<file path="config.mk">
export PLATFORM = sky130hd
export DESIGN_NAME = mcpin_loader
export DESIGN_NICKNAME = d
export VERILOG_FILES = /design/src/shared/mcpin_pkg.sv /design/src/rtl/mcpin_sync.sv /design/src/rtl/mcpin_start_guard.sv /design/src/rtl/mcpin_loader.sv
export VERILOG_INCLUDE_DIRS = /design/src /design/src/shared
export SDC_FILE = /design/constraint.sdc
export NUM_CORES = 1
export LEC_CHECK = 0
export ABC_AREA = 1
export BUFFER_PORTS_ARGS = -buffer_cell sky130_fd_sc_hd__buf_2
export CAP_MARGIN = 25
export CORE_MARGIN = 1
export CORE_UTILIZATION = 57
export DETAILED_ROUTE_END_ITERATION = 6
export GPL_TIMING_DRIVEN = 0
export HOLD_SLACK_MARGIN = 0.08
export PLACE_DENSITY_LB_ADDON = 0.08
export SYNTH_ARGS = -nofsm -noshare
export SYNTH_HDL_FRONTEND = slang
export SYNTH_HIERARCHICAL = 1
export SYNTH_SLANG_ARGS = --single-unit
</file>
<file path="constraint.sdc">
create_clock -name clk_sys -period 3.1 [get_ports clk_sys]
set_input_delay 0 -clock clk_sys [delete_from_list [all_inputs] [get_ports clk_sys]]
set_output_delay 0 -clock clk_sys [all_outputs]
set_load 0.05 [all_outputs]
</file>
<file path="src/shared/mcpin_map.svh">
// constants for the mode and parameter input loader
`ifndef MCPIN_MAP_SVH
`define MCPIN_MAP_SVH

`define MCPIN_CLK_HZ          20000000
`define MCPIN_DEBOUNCE_MS     10
`define MCPIN_DEBOUNCE_CYC    ((`MCPIN_CLK_HZ / 1000) * `MCPIN_DEBOUNCE_MS)
`define MCPIN_SETTLE_US       20
`define MCPIN_SETTLE_CYC      ((`MCPIN_CLK_HZ / 1000000) * `MCPIN_SETTLE_US)
`define MCPIN_GAP_CYC         4
`define MCPIN_NUM_SEL         6
`define MCPIN_SEL_RETRY       0
`define MCPIN_SEL_DEADTIME    1
`define MCPIN_SEL_BOOST       2
`define MCPIN_SEL_PWMFREQ     3
`define MCPIN_SEL_SPEED       4
`define MCPIN_SEL_ACCEL       5
`define MCPIN_FIRST_LIVE_SEL  3
`define MCPIN_ADC_W           10
`define MCPIN_RETRY_MIN_S     1
`define MCPIN_RETRY_MAX_S     60
`define MCPIN_RETRY_S_PER_V   12

`endif

</file>
<file path="src/shared/mcpin_pkg.sv">
// types for the mode and parameter input loader
package mcpin_pkg;

    typedef enum logic [2:0] {
        MCPIN_ST_INIT   = 3'b000,
        MCPIN_ST_GAP    = 3'b001,
        MCPIN_ST_SETTLE = 3'b010,
        MCPIN_ST_SAMPLE = 3'b011,
        MCPIN_ST_HOSTED = 3'b100
    } mcpin_state_t;

    typedef struct packed {
        logic [9:0] retry;
        logic [9:0] deadtime;
        logic [9:0] boost;
        logic [9:0] pwmfreq;
        logic [9:0] speed;
        logic [9:0] accel;
    } mcpin_params_t;

    typedef struct packed {
        logic start_cmd;
        logic dir_fwd;
        logic start_level;
        logic dir_level;
    } mcpin_switch_t;

endpackage

</file>
<file path="src/rtl/mcpin_sync.sv">
// three-stage synchroniser with optional debounce filter
`timescale 1ns/1ps
`default_nettype none
module mcpin_sync #(
    parameter int HOLD_CYC = 1,
    parameter bit RST_VAL  = 1'b0
) (
    // clock and reset
    input  wire logic clk_sys,
    input  wire logic sys_rst,
    // pin and filtered level
    input  wire logic pin_in,
    output logic      level_q
);
    localparam int CW = $clog2(HOLD_CYC + 1);

    logic [2:0]    sync_q;
    logic [CW-1:0] cnt_q;
    wire           agree    = (sync_q[1] == sync_q[2]);
    wire           differs  = agree && (sync_q[2] != level_q);
    wire           hold_end = (cnt_q >= CW'(HOLD_CYC - 1));

    always_ff @(posedge clk_sys) begin
        if (sys_rst) begin
            sync_q  <= {3{RST_VAL}};
            cnt_q   <= '0;
            level_q <= RST_VAL;
        end else begin
            sync_q <= {sync_q[1:0], pin_in};
            if (!differs) begin
                cnt_q <= '0;
            end else if (hold_end) begin
                cnt_q   <= '0;
                level_q <= sync_q[2];
            end else begin
                cnt_q <= cnt_q + CW'(1);
            end
        end
    end
endmodule // mcpin_sync
`default_nettype wire

</file>
<file path="src/rtl/mcpin_start_guard.sv">
// start command that needs a high level before a low counts
`timescale 1ns/1ps
`default_nettype none
module mcpin_start_guard (
    // clock and reset
    input  wire logic clk_sys,
    input  wire logic sys_rst,
    // debounced level and command
    input  wire logic level,
    input  wire logic enable,
    output logic      start_q
);
    logic armed_q;

    always_ff @(posedge clk_sys) begin
        if (sys_rst) begin
            armed_q <= 1'b0;
            start_q <= 1'b0;
        end else begin
            if (level) begin
                armed_q <= 1'b1;
            end
            start_q <= enable && armed_q && !level;
        end
    end

    start_armed_a: assert property (@(posedge clk_sys) disable iff (sys_rst)
        start_q |-> $past(armed_q) && !$past(level))
        else $error("start issued without prior high level");
endmodule // mcpin_start_guard
`default_nettype wire

</file>
<file path="src/rtl/mcpin_loader.sv">
// mode select, switch debounce and standalone parameter scan
// ****************************************************************
// Overview of operation
// - pwm outputs float while supply is low
// - mode pin high at init selects standalone
// - standalone drives selects and watches inputs
// - select low, then sample shared analog input
// - start switch debounced inside
// - start low counts only after high
// - direction switch debounced, level sensitive
// - live parameters rescanned continuously
// - startup parameters read at reset
// - hosted mode takes setup from host only
// - mode pin low at init selects hosted
// - retry time scaled twelve seconds per volt
// - hosted mode ignores pins, still monitors them
// ****************************************************************
`timescale 1ns/1ps
`default_nettype none
`include "mcpin_map.svh"
module mcpin_loader import mcpin_pkg::*; #(
    parameter int DEBOUNCE_CYC = `MCPIN_DEBOUNCE_CYC,
    parameter int SETTLE_CYC   = `MCPIN_SETTLE_CYC,
    parameter int NUM_SEL      = `MCPIN_NUM_SEL,
    parameter int ADC_W        = `MCPIN_ADC_W
) (
    // clock and reset
    input  wire logic               clk_sys,
    input  wire logic               sys_rst,
    // supply monitor
    input  wire logic               supply_ok,
    // mode and switch pins
    input  wire logic               boost_and_mode_select_pin,
    input  wire logic               start_switch_input,
    input  wire logic               direction_switch_input,
    input  wire logic               polarity_basefreq_jumper_input,
    // parameter select pins, open drain style
    output logic [NUM_SEL-1:0]      param_sel_out,
    output logic [NUM_SEL-1:0]      param_sel_oe,
    // analog converter on the shared input
    output logic                    adc_convert,
    input  wire logic               adc_done,
    input  wire logic [ADC_W-1:0]   adc_value,
    // host configuration path
    input  wire logic               host_wr,
    input  wire mcpin_params_t      host_params,
    input  wire logic               host_start,
    input  wire logic               host_fwd,
    // pwm pad control from the core
    input  wire logic [5:0]         pwm_core_out,
    output logic [5:0]              pwm_pad_out,
    output logic [5:0]              pwm_pad_oe,
    // results
    output logic                    mode_standalone_q,
    output logic                    mode_valid_q,
    output logic                    init_done_q,
    output mcpin_params_t           params_q,
    output logic [5:0]              retry_secs_q,
    output mcpin_switch_t           switch_q,
    output logic                    run_start_q,
    output logic                    run_fwd_q
);
    // ****************************************************************
    // supply gate on pwm pads
    // ****************************************************************
    logic supply_lvl;

    mcpin_sync #(.HOLD_CYC(1), .RST_VAL(1'b0)) u_supply (
        .clk_sys (clk_sys),
        .sys_rst (sys_rst),
        .pin_in  (supply_ok),
        .level_q (supply_lvl)
    );

    assign pwm_pad_oe  = {6{supply_lvl && supply_ok}};
    assign pwm_pad_out = pwm_core_out;

    // ****************************************************************
    // pin synchronisers and debounce
    // ****************************************************************
    logic mode_lvl;
    logic start_lvl;
    logic dir_lvl;
    logic start_cmd;

    mcpin_sync #(.HOLD_CYC(1), .RST_VAL(1'b0)) u_mode (
        .clk_sys (clk_sys),
        .sys_rst (sys_rst),
        .pin_in  (boost_and_mode_select_pin),
        .level_q (mode_lvl)
    );

    mcpin_sync #(.HOLD_CYC(DEBOUNCE_CYC), .RST_VAL(1'b0)) u_start (
        .clk_sys (clk_sys),
        .sys_rst (sys_rst),
        .pin_in  (start_switch_input),
        .level_q (start_lvl)
    );

    mcpin_sync #(.HOLD_CYC(DEBOUNCE_CYC), .RST_VAL(1'b0)) u_dir (
        .clk_sys (clk_sys),
        .sys_rst (sys_rst),
        .pin_in  (direction_switch_input),
        .level_q (dir_lvl)
    );

    mcpin_start_guard u_guard (
        .clk_sys (clk_sys),
        .sys_rst (sys_rst),
        .level   (start_lvl),
        .enable  (mode_standalone_q),
        .start_q (start_cmd)
    );

    // ****************************************************************
    // mode latch and scan sequencer
    // ****************************************************************
    localparam int SCW = $clog2(SETTLE_CYC + `MCPIN_GAP_CYC + 1);
    localparam int IXW = $clog2(NUM_SEL);

    mcpin_state_t   state_q;
    mcpin_state_t   state_d;
    logic [SCW-1:0] wait_q;
    logic [IXW-1:0] idx_q;
    logic [2:0]     boot_q;
    logic [NUM_SEL*ADC_W-1:0] scan_q;

    wire boot_ready = (boot_q == 3'h4);
    wire wait_done  = (wait_q == '0);
    wire last_sel   = (idx_q == IXW'(NUM_SEL - 1));
    wire [IXW-1:0] next_idx = last_sel ? IXW'(`MCPIN_FIRST_LIVE_SEL) : idx_q + IXW'(1);

    always_comb begin
        state_d = state_q;
        case (state_q)
            MCPIN_ST_INIT: begin
                if (boot_ready) begin
                    state_d = mode_lvl ? MCPIN_ST_GAP : MCPIN_ST_HOSTED;
                end
            end
            MCPIN_ST_GAP: begin
                if (wait_done) begin
                    state_d = MCPIN_ST_SETTLE;
                end
            end
            MCPIN_ST_SETTLE: begin
                if (wait_done) begin
                    state_d = MCPIN_ST_SAMPLE;
                end
            end
            MCPIN_ST_SAMPLE: begin
                if (adc_done) begin
                    state_d = MCPIN_ST_GAP;
                end
            end
            MCPIN_ST_HOSTED: state_d = MCPIN_ST_HOSTED;
            default:         state_d = MCPIN_ST_INIT;
        endcase
    end

    always_ff @(posedge clk_sys) begin
        if (sys_rst) begin
            boot_q <= 3'h0;
        end else if (!boot_ready) begin
            boot_q <= boot_q + 3'h1;
        end
    end

    always_ff @(posedge clk_sys) begin
        if (sys_rst) begin
            mode_standalone_q <= 1'b0;
            mode_valid_q      <= 1'b0;
        end else if (state_q == MCPIN_ST_INIT && boot_ready) begin
            mode_standalone_q <= mode_lvl;
            mode_valid_q      <= 1'b1;
        end
    end

    always_ff @(posedge clk_sys) begin
        if (sys_rst) begin
            state_q     <= MCPIN_ST_INIT;
            wait_q      <= SCW'(`MCPIN_GAP_CYC);
            idx_q       <= '0;
            init_done_q <= 1'b0;
            scan_q      <= '0;
        end else begin
            state_q <= state_d;
            if (state_q != state_d) begin
                wait_q <= (state_d == MCPIN_ST_SETTLE) ? SCW'(SETTLE_CYC)
                                                       : SCW'(`MCPIN_GAP_CYC);
            end else if (!wait_done) begin
                wait_q <= wait_q - SCW'(1);
            end
            if (state_q == MCPIN_ST_SAMPLE && adc_done) begin
                scan_q[idx_q*ADC_W +: ADC_W] <= adc_value;
                idx_q <= next_idx;
                if (last_sel) begin
                    init_done_q <= 1'b1;
                end
            end
            if (state_q == MCPIN_ST_INIT && boot_ready && !mode_lvl) begin
                init_done_q <= 1'b1;
            end
        end
    end

    // ****************************************************************
    // select pin drive
    // ****************************************************************
    wire sel_active = (state_q == MCPIN_ST_SETTLE) || (state_q == MCPIN_ST_SAMPLE);
    // scan slot 0 lands in the top field of the parameter struct
    wire [NUM_SEL*ADC_W-1:0] scan_order;

    genvar gi;
    generate
        for (gi = 0; gi < NUM_SEL; gi++) begin : g_sel
            assign param_sel_oe[gi]  = sel_active && (idx_q == IXW'(gi));
            assign param_sel_out[gi] = 1'b0;
            assign scan_order[(NUM_SEL-1-gi)*ADC_W +: ADC_W] = scan_q[gi*ADC_W +: ADC_W];
        end
    endgenerate

    assign adc_convert = (state_q == MCPIN_ST_SAMPLE);

    // ****************************************************************
    // parameter and control outputs
    // ****************************************************************
    wire  [ADC_W-1:0] retry_raw = scan_q[`MCPIN_SEL_RETRY*ADC_W +: ADC_W];
    // full scale is five volts: seconds = code * 60 / full code
    wire  [ADC_W+5:0] retry_mul = (ADC_W+6)'(retry_raw) * (ADC_W+6)'(`MCPIN_RETRY_S_PER_V * 5);
    wire  [5:0]       retry_scl = 6'(retry_mul >> ADC_W);
    wire  [5:0]       retry_cl  = (retry_scl < 6'(`MCPIN_RETRY_MIN_S)) ? 6'(`MCPIN_RETRY_MIN_S)
                                : retry_scl;

    always_ff @(posedge clk_sys) begin
        if (sys_rst) begin
            params_q     <= '0;
            retry_secs_q <= 6'(`MCPIN_RETRY_MIN_S);
            switch_q     <= '0;
            run_start_q  <= 1'b0;
            run_fwd_q    <= 1'b0;
        end else begin
            switch_q <= '{start_cmd: start_cmd, dir_fwd: dir_lvl,
                          start_level: start_lvl, dir_level: dir_lvl};
            if (mode_valid_q && !mode_standalone_q) begin
                if (host_wr) begin
                    params_q <= host_params;
                end
                run_start_q <= host_start;
                run_fwd_q   <= host_fwd;
            end else if (mode_valid_q) begin
                params_q     <= mcpin_params_t'(scan_order);
                retry_secs_q <= retry_cl;
                run_start_q  <= start_cmd;
                run_fwd_q    <= dir_lvl;
            end
        end
    end

    // ****************************************************************
    // checks
    // ****************************************************************
    // select exclusivity
    one_select_a: assert property (@(posedge clk_sys) disable iff (sys_rst)
        $onehot0(param_sel_oe))
        else $error("more than one select line driven");

    sample_under_sel_a: assert property (@(posedge clk_sys) disable iff (sys_rst)
        adc_convert |-> param_sel_oe[idx_q] && !param_sel_out[idx_q])
        else $error("conversion without select low");

    mode_held_a: assert property (@(posedge clk_sys) disable iff (sys_rst)
        $past(mode_valid_q) |-> $stable(mode_standalone_q))
        else $error("mode changed after init");

    supply_float_a: assert property (@(posedge clk_sys) disable iff (sys_rst)
        !supply_ok |-> pwm_pad_oe == 6'h00)
        else $error("pwm pads driven on low supply");

    hosted_ignore_a: assert property (@(posedge clk_sys) disable iff (sys_rst)
        (mode_valid_q && !mode_standalone_q) ##1 1'b1 |-> run_start_q == $past(host_start))
        else $error("hosted start not from host");

    hosted_quiet_a: assert property (@(posedge clk_sys) disable iff (sys_rst)
        (mode_valid_q && !mode_standalone_q) |-> param_sel_oe == '0)
        else $error("select driven in hosted mode");

    mode_pick_a: assert property (@(posedge clk_sys) disable iff (sys_rst)
        (state_q == MCPIN_ST_INIT && boot_ready) |=> mode_standalone_q == $past(mode_lvl))
        else $error("mode not taken from pin");

    retry_range_a: assert property (@(posedge clk_sys) disable iff (sys_rst)
        retry_secs_q >= 6'h01 && retry_secs_q <= 6'h3C)
        else $error("retry seconds out of range");
endmodule // mcpin_loader
`default_nettype wire

</file>
==> results.sh <==
export IMPL_run_status="finished, final reports clean"
export IMPL_clk_latency_ns=0.52
export IMPL_place_area_um2=12610
export IMPL_global_route_overflow_total=0
export IMPL_finish_net_count=2032
export IMPL_sequential_cell_area_um2=4133
export IMPL_grt_met3_usage_pct=8.097
export IMPL_avg_wl_per_cell_um=16.42
export IMPL_synth_largest_area_cell="dfxtp_1"
export IMPL_vdd_drop_max_uv=469.0
export IMPL_postSynthRegisterBits=206
export IMPL_dieHeight_um=143.4
export IMPL_clk_path_buf_depth=3
export IMPL_maxClockFrequency_ghz=0.3379
export IMPL_fin_worst_skew_ns=0.01109
export IMPL_ioPinCount=187
export IMPL_number_of_design_rule_violations_left_by_the_first_detailed_router_iteration=806
export IMPL_synth_edff_count=0
export IMPL_global_route_wire_length_before_repair_mm=55.31
export IMPL_die_area_um2=20550
export IMPL_min_delay_start="adc_value[7]"
export IMPL_post_synth_main_area_contributors="dfxtp_1 36%, nand2_1 11%, nor2_1 6.4%"
export IMPL_startpoint="idx_q[0]$_SDFFE_PP0P_"
export IMPL_globalRouteTotalUtil_pct=34.54
export IMPL_setup_tns_ns=0
export IMPL_synth_cell_area_um2=11390
export IMPL_syn_area_per_cell_um2=7.044
export IMPL_cts_buffers=23
export IMPL_grt_met2_usage_pct=55.28
export IMPL_pin_count_of_the_biggest_net_entering_global_routing=24
export IMPL_core_area_um2=19530
export IMPL_avgViaCountPerCell=5.435
export IMPL_final_min_clock_period_ns=2.960
export IMPL_worst_path_max_delay_cell="nor3_1"
export IMPL_antenna_left=0
export IMPL_post_synthesis_cells=1617
export IMPL_fillers=1655
export IMPL_tritonroute_pass_1_iters=6
export IMPL_cts_max_level=1
export IMPL_multi_input_area_um2=6126
export IMPL_worst_hold_path_type="in2reg"
export IMPL_vias_in_the_first_global_route=11007
export IMPL_slew_violations=0
export IMPL_io_buffers=173
export IMPL_dominant_synthesized_flop_cell="dfxtp_1"
export IMPL_tritoncts="done"
export IMPL_grtUsageMet1_pct=46.28
export IMPL_finalHoldViolCount=0
export IMPL_post_synth_most_frequent_cells="327 x nand2_1, 206 x dfxtp_1, 193 x nor2_1"
export IMPL_worst_setup_path_type="reg2reg"
export IMPL_ys_seq_area_share_pct=36.21
export IMPL_maxCapViolCount=0
export IMPL_rows=51
export IMPL_synth_async_sr_flop_share_pct=0
export IMPL_drt_drc_violations_left=0
export IMPL_synth_top_cell_area_share_pct=36.21
export IMPL_critical_path_max_stage_delay_ns=0.47
export IMPL_cp_common_cell="nor2_1"
export IMPL_yosys_warnings=6
export IMPL_startpoint_type="flip-flop"
export IMPL_stdcell_area_um2=14180
export IMPL_setup_repair_after_global_routing_missed_its_margin="false"
export IMPL_antennaDiodeCount=0
export IMPL_worst_r2r_startpoint="idx_q[0]$_SDFFE_PP0P_"
export IMPL_cts_root_buf="clkbuf_16"
export IMPL_antenna_found_initial=0
export IMPL_critical_path_endpoint_type="flip-flop"
export IMPL_largest_fanout_on_the_critical_path=12
export IMPL_path_clk_slew_ns=0.06
export IMPL_final_setup_viol_count=0
export IMPL_timing_slew_headroom_pct=36.35
export IMPL_die_width_um=143.4
export IMPL_worst_pin_slew_ns=0.9466
export IMPL_leakagePower_nw=6.574
export IMPL_post_route_period_util_pct=95.48
export IMPL_final_layout_size_suffix_gt1_share_pct=19.24
export IMPL_cell_pwr_density_nw_per_um2=525.3
export IMPL_drt_total_wl_mm=35.76
export IMPL_globalplace_congestion=0.9935
export IMPL_hpwlAfterDp_mm=26.33
export IMPL_synth_distinct_cells=49
export IMPL_worstPathRequired_ns=3.55
export IMPL_crit_chain="buf_4 > inv_2 > buf_6 > ha_1 > nor2_2 > nor2_1 > nor3_1 > nand2_1 > nor2_1 > o21ai_0 > a21oi_1"
export IMPL_vias=11837
export IMPL_layout_area_overhead_vs_synth_pct=24.52
export IMPL_library_cell_with_the_highest_instance_count_after_synthesis="nand2_1"
export IMPL_initial_utilization_pct=58.33
export IMPL_tritoncts_num_sinks=206
export IMPL_global_route_peak_usage_layer="met2"
export IMPL_cp_arrival_ns=3.41
==> timing repair <==
action                     4_1_cts  5_1_grt
setup endpoints to repair        0       41
hold endpoints to repair        81        0
setup buffers                    0        1
hold buffers                    74        0
gates resized for setup          0       12
==> cell usage in the layout (no fill, tap or decap), drive strengths merged, types with 4 or more instances in the layout <==
| master | count |
|---|---|
| nand2 | 343 |
| nor2 | 233 |
| buf | 219 |
| dfxtp | 206 |
| inv | 189 |
| o21ai | 142 |
| a21oi | 132 |
| nand3 | 80 |
| dlygate4sd3 | 74 |
| clkbuf | 70 |
| o22ai | 66 |
| ha | 33 |
| nor3 | 25 |
| nand4 | 22 |
| fa | 16 |
| xor2 | 14 |
| conb | 6 |
| or2 | 6 |
| clkinv | 5 |
| a211oi | 4 |
| o211ai | 4 |
| xnor2 | 4 |
==> cell families after synthesis <==
group / count (synthesis) / share of synthesized area (%)
adders and majority gates: 49 / 6.437
other: 1 / 0.03292
AOI/OAI and AO/OA: 355 / 17.28
DFF: 206 / 36.21
xor gates and xnor gates: 18 / 1.384
and+or+nand+nor: 716 / 28.44
buffers and inverters: 272 / 10.22
==> layer usage <==
layer,vias to the layer above,part of all wire (%)
li1,5820,-
met1,5445,44
met2,494,44
met3,78,8.9
met4,0,2.8
met5,-,0
==> worst max-delay path: cells and delay by family (launching register included) <==
kind	cells	cell delay (ns)
fa+ha+maj	1	0.38
flops	1	0.41
compound gates	2	0.27
simple gates	5	1.44
buf+inv	3	0.38
==> power by group <==
group	leakage (nW)	internal, W	total (W)	switching [W]
Combinational	4.52	0.000466	0.00159	0.00112
Sequential	1.67	0.00285	0.00297	0.000124
Clock	0.387	0.00174	0.00289	0.00114
==> path summary, 6_finish.rpt <==
path	endpoint	slack, ns	cells after the start
setup / recovery	scan_q[17]$_SDFFE_PP0P_	0.14	11
hold / removal	scan_q[1]$_SDFFE_PP0P_	0.09	7
setup reg to reg	scan_q[17]$_SDFFE_PP0P_	0.14	11
hold reg to reg	u_mode/sync_q[1]$_SDFF_PP0_	0.40	2
==> through the flow <==
step	utilization (%)	power, W	worst slack (ns)	cells	hold slack (ns)
finish	72.63	0.007450	0.1402	2178	0.09288
global route	72.63	0.007726	0.003667	2178	0.1767
CTS	72.49	0.007432	0.03959	2177	0.08082
detailed placement	64.60	0.004499	0.05086	2061	0.2150
global placement	64.56	0.004464	0.05808	2060	0.2096
floorplan	-	0.004093	0.4274	1622	0.07118
==> registers in the layout, summed over array words and instances (netlist names), 6 cells and up <==
| register | count |
|---|---|
| retry_secs_q | 6 |
| wait_q | 9 |
| u_dir/cnt_q | 18 |
| u_start/cnt_q | 18 |
| scan_q | 60 |
| params_q | 60 |
==> final cells by class <==
cell class	count	share of cell area [%]
flip-flops and latches	206	29.14
well taps	265	2.338
clock buffers	32	4.649
multi-input cells	1144	43.19
plain buffers	82	3.176
inverters	190	5.073
repair buffers	249	11.43
clock inverters	10	0.9969
Power figures use the tool's default switching activity.
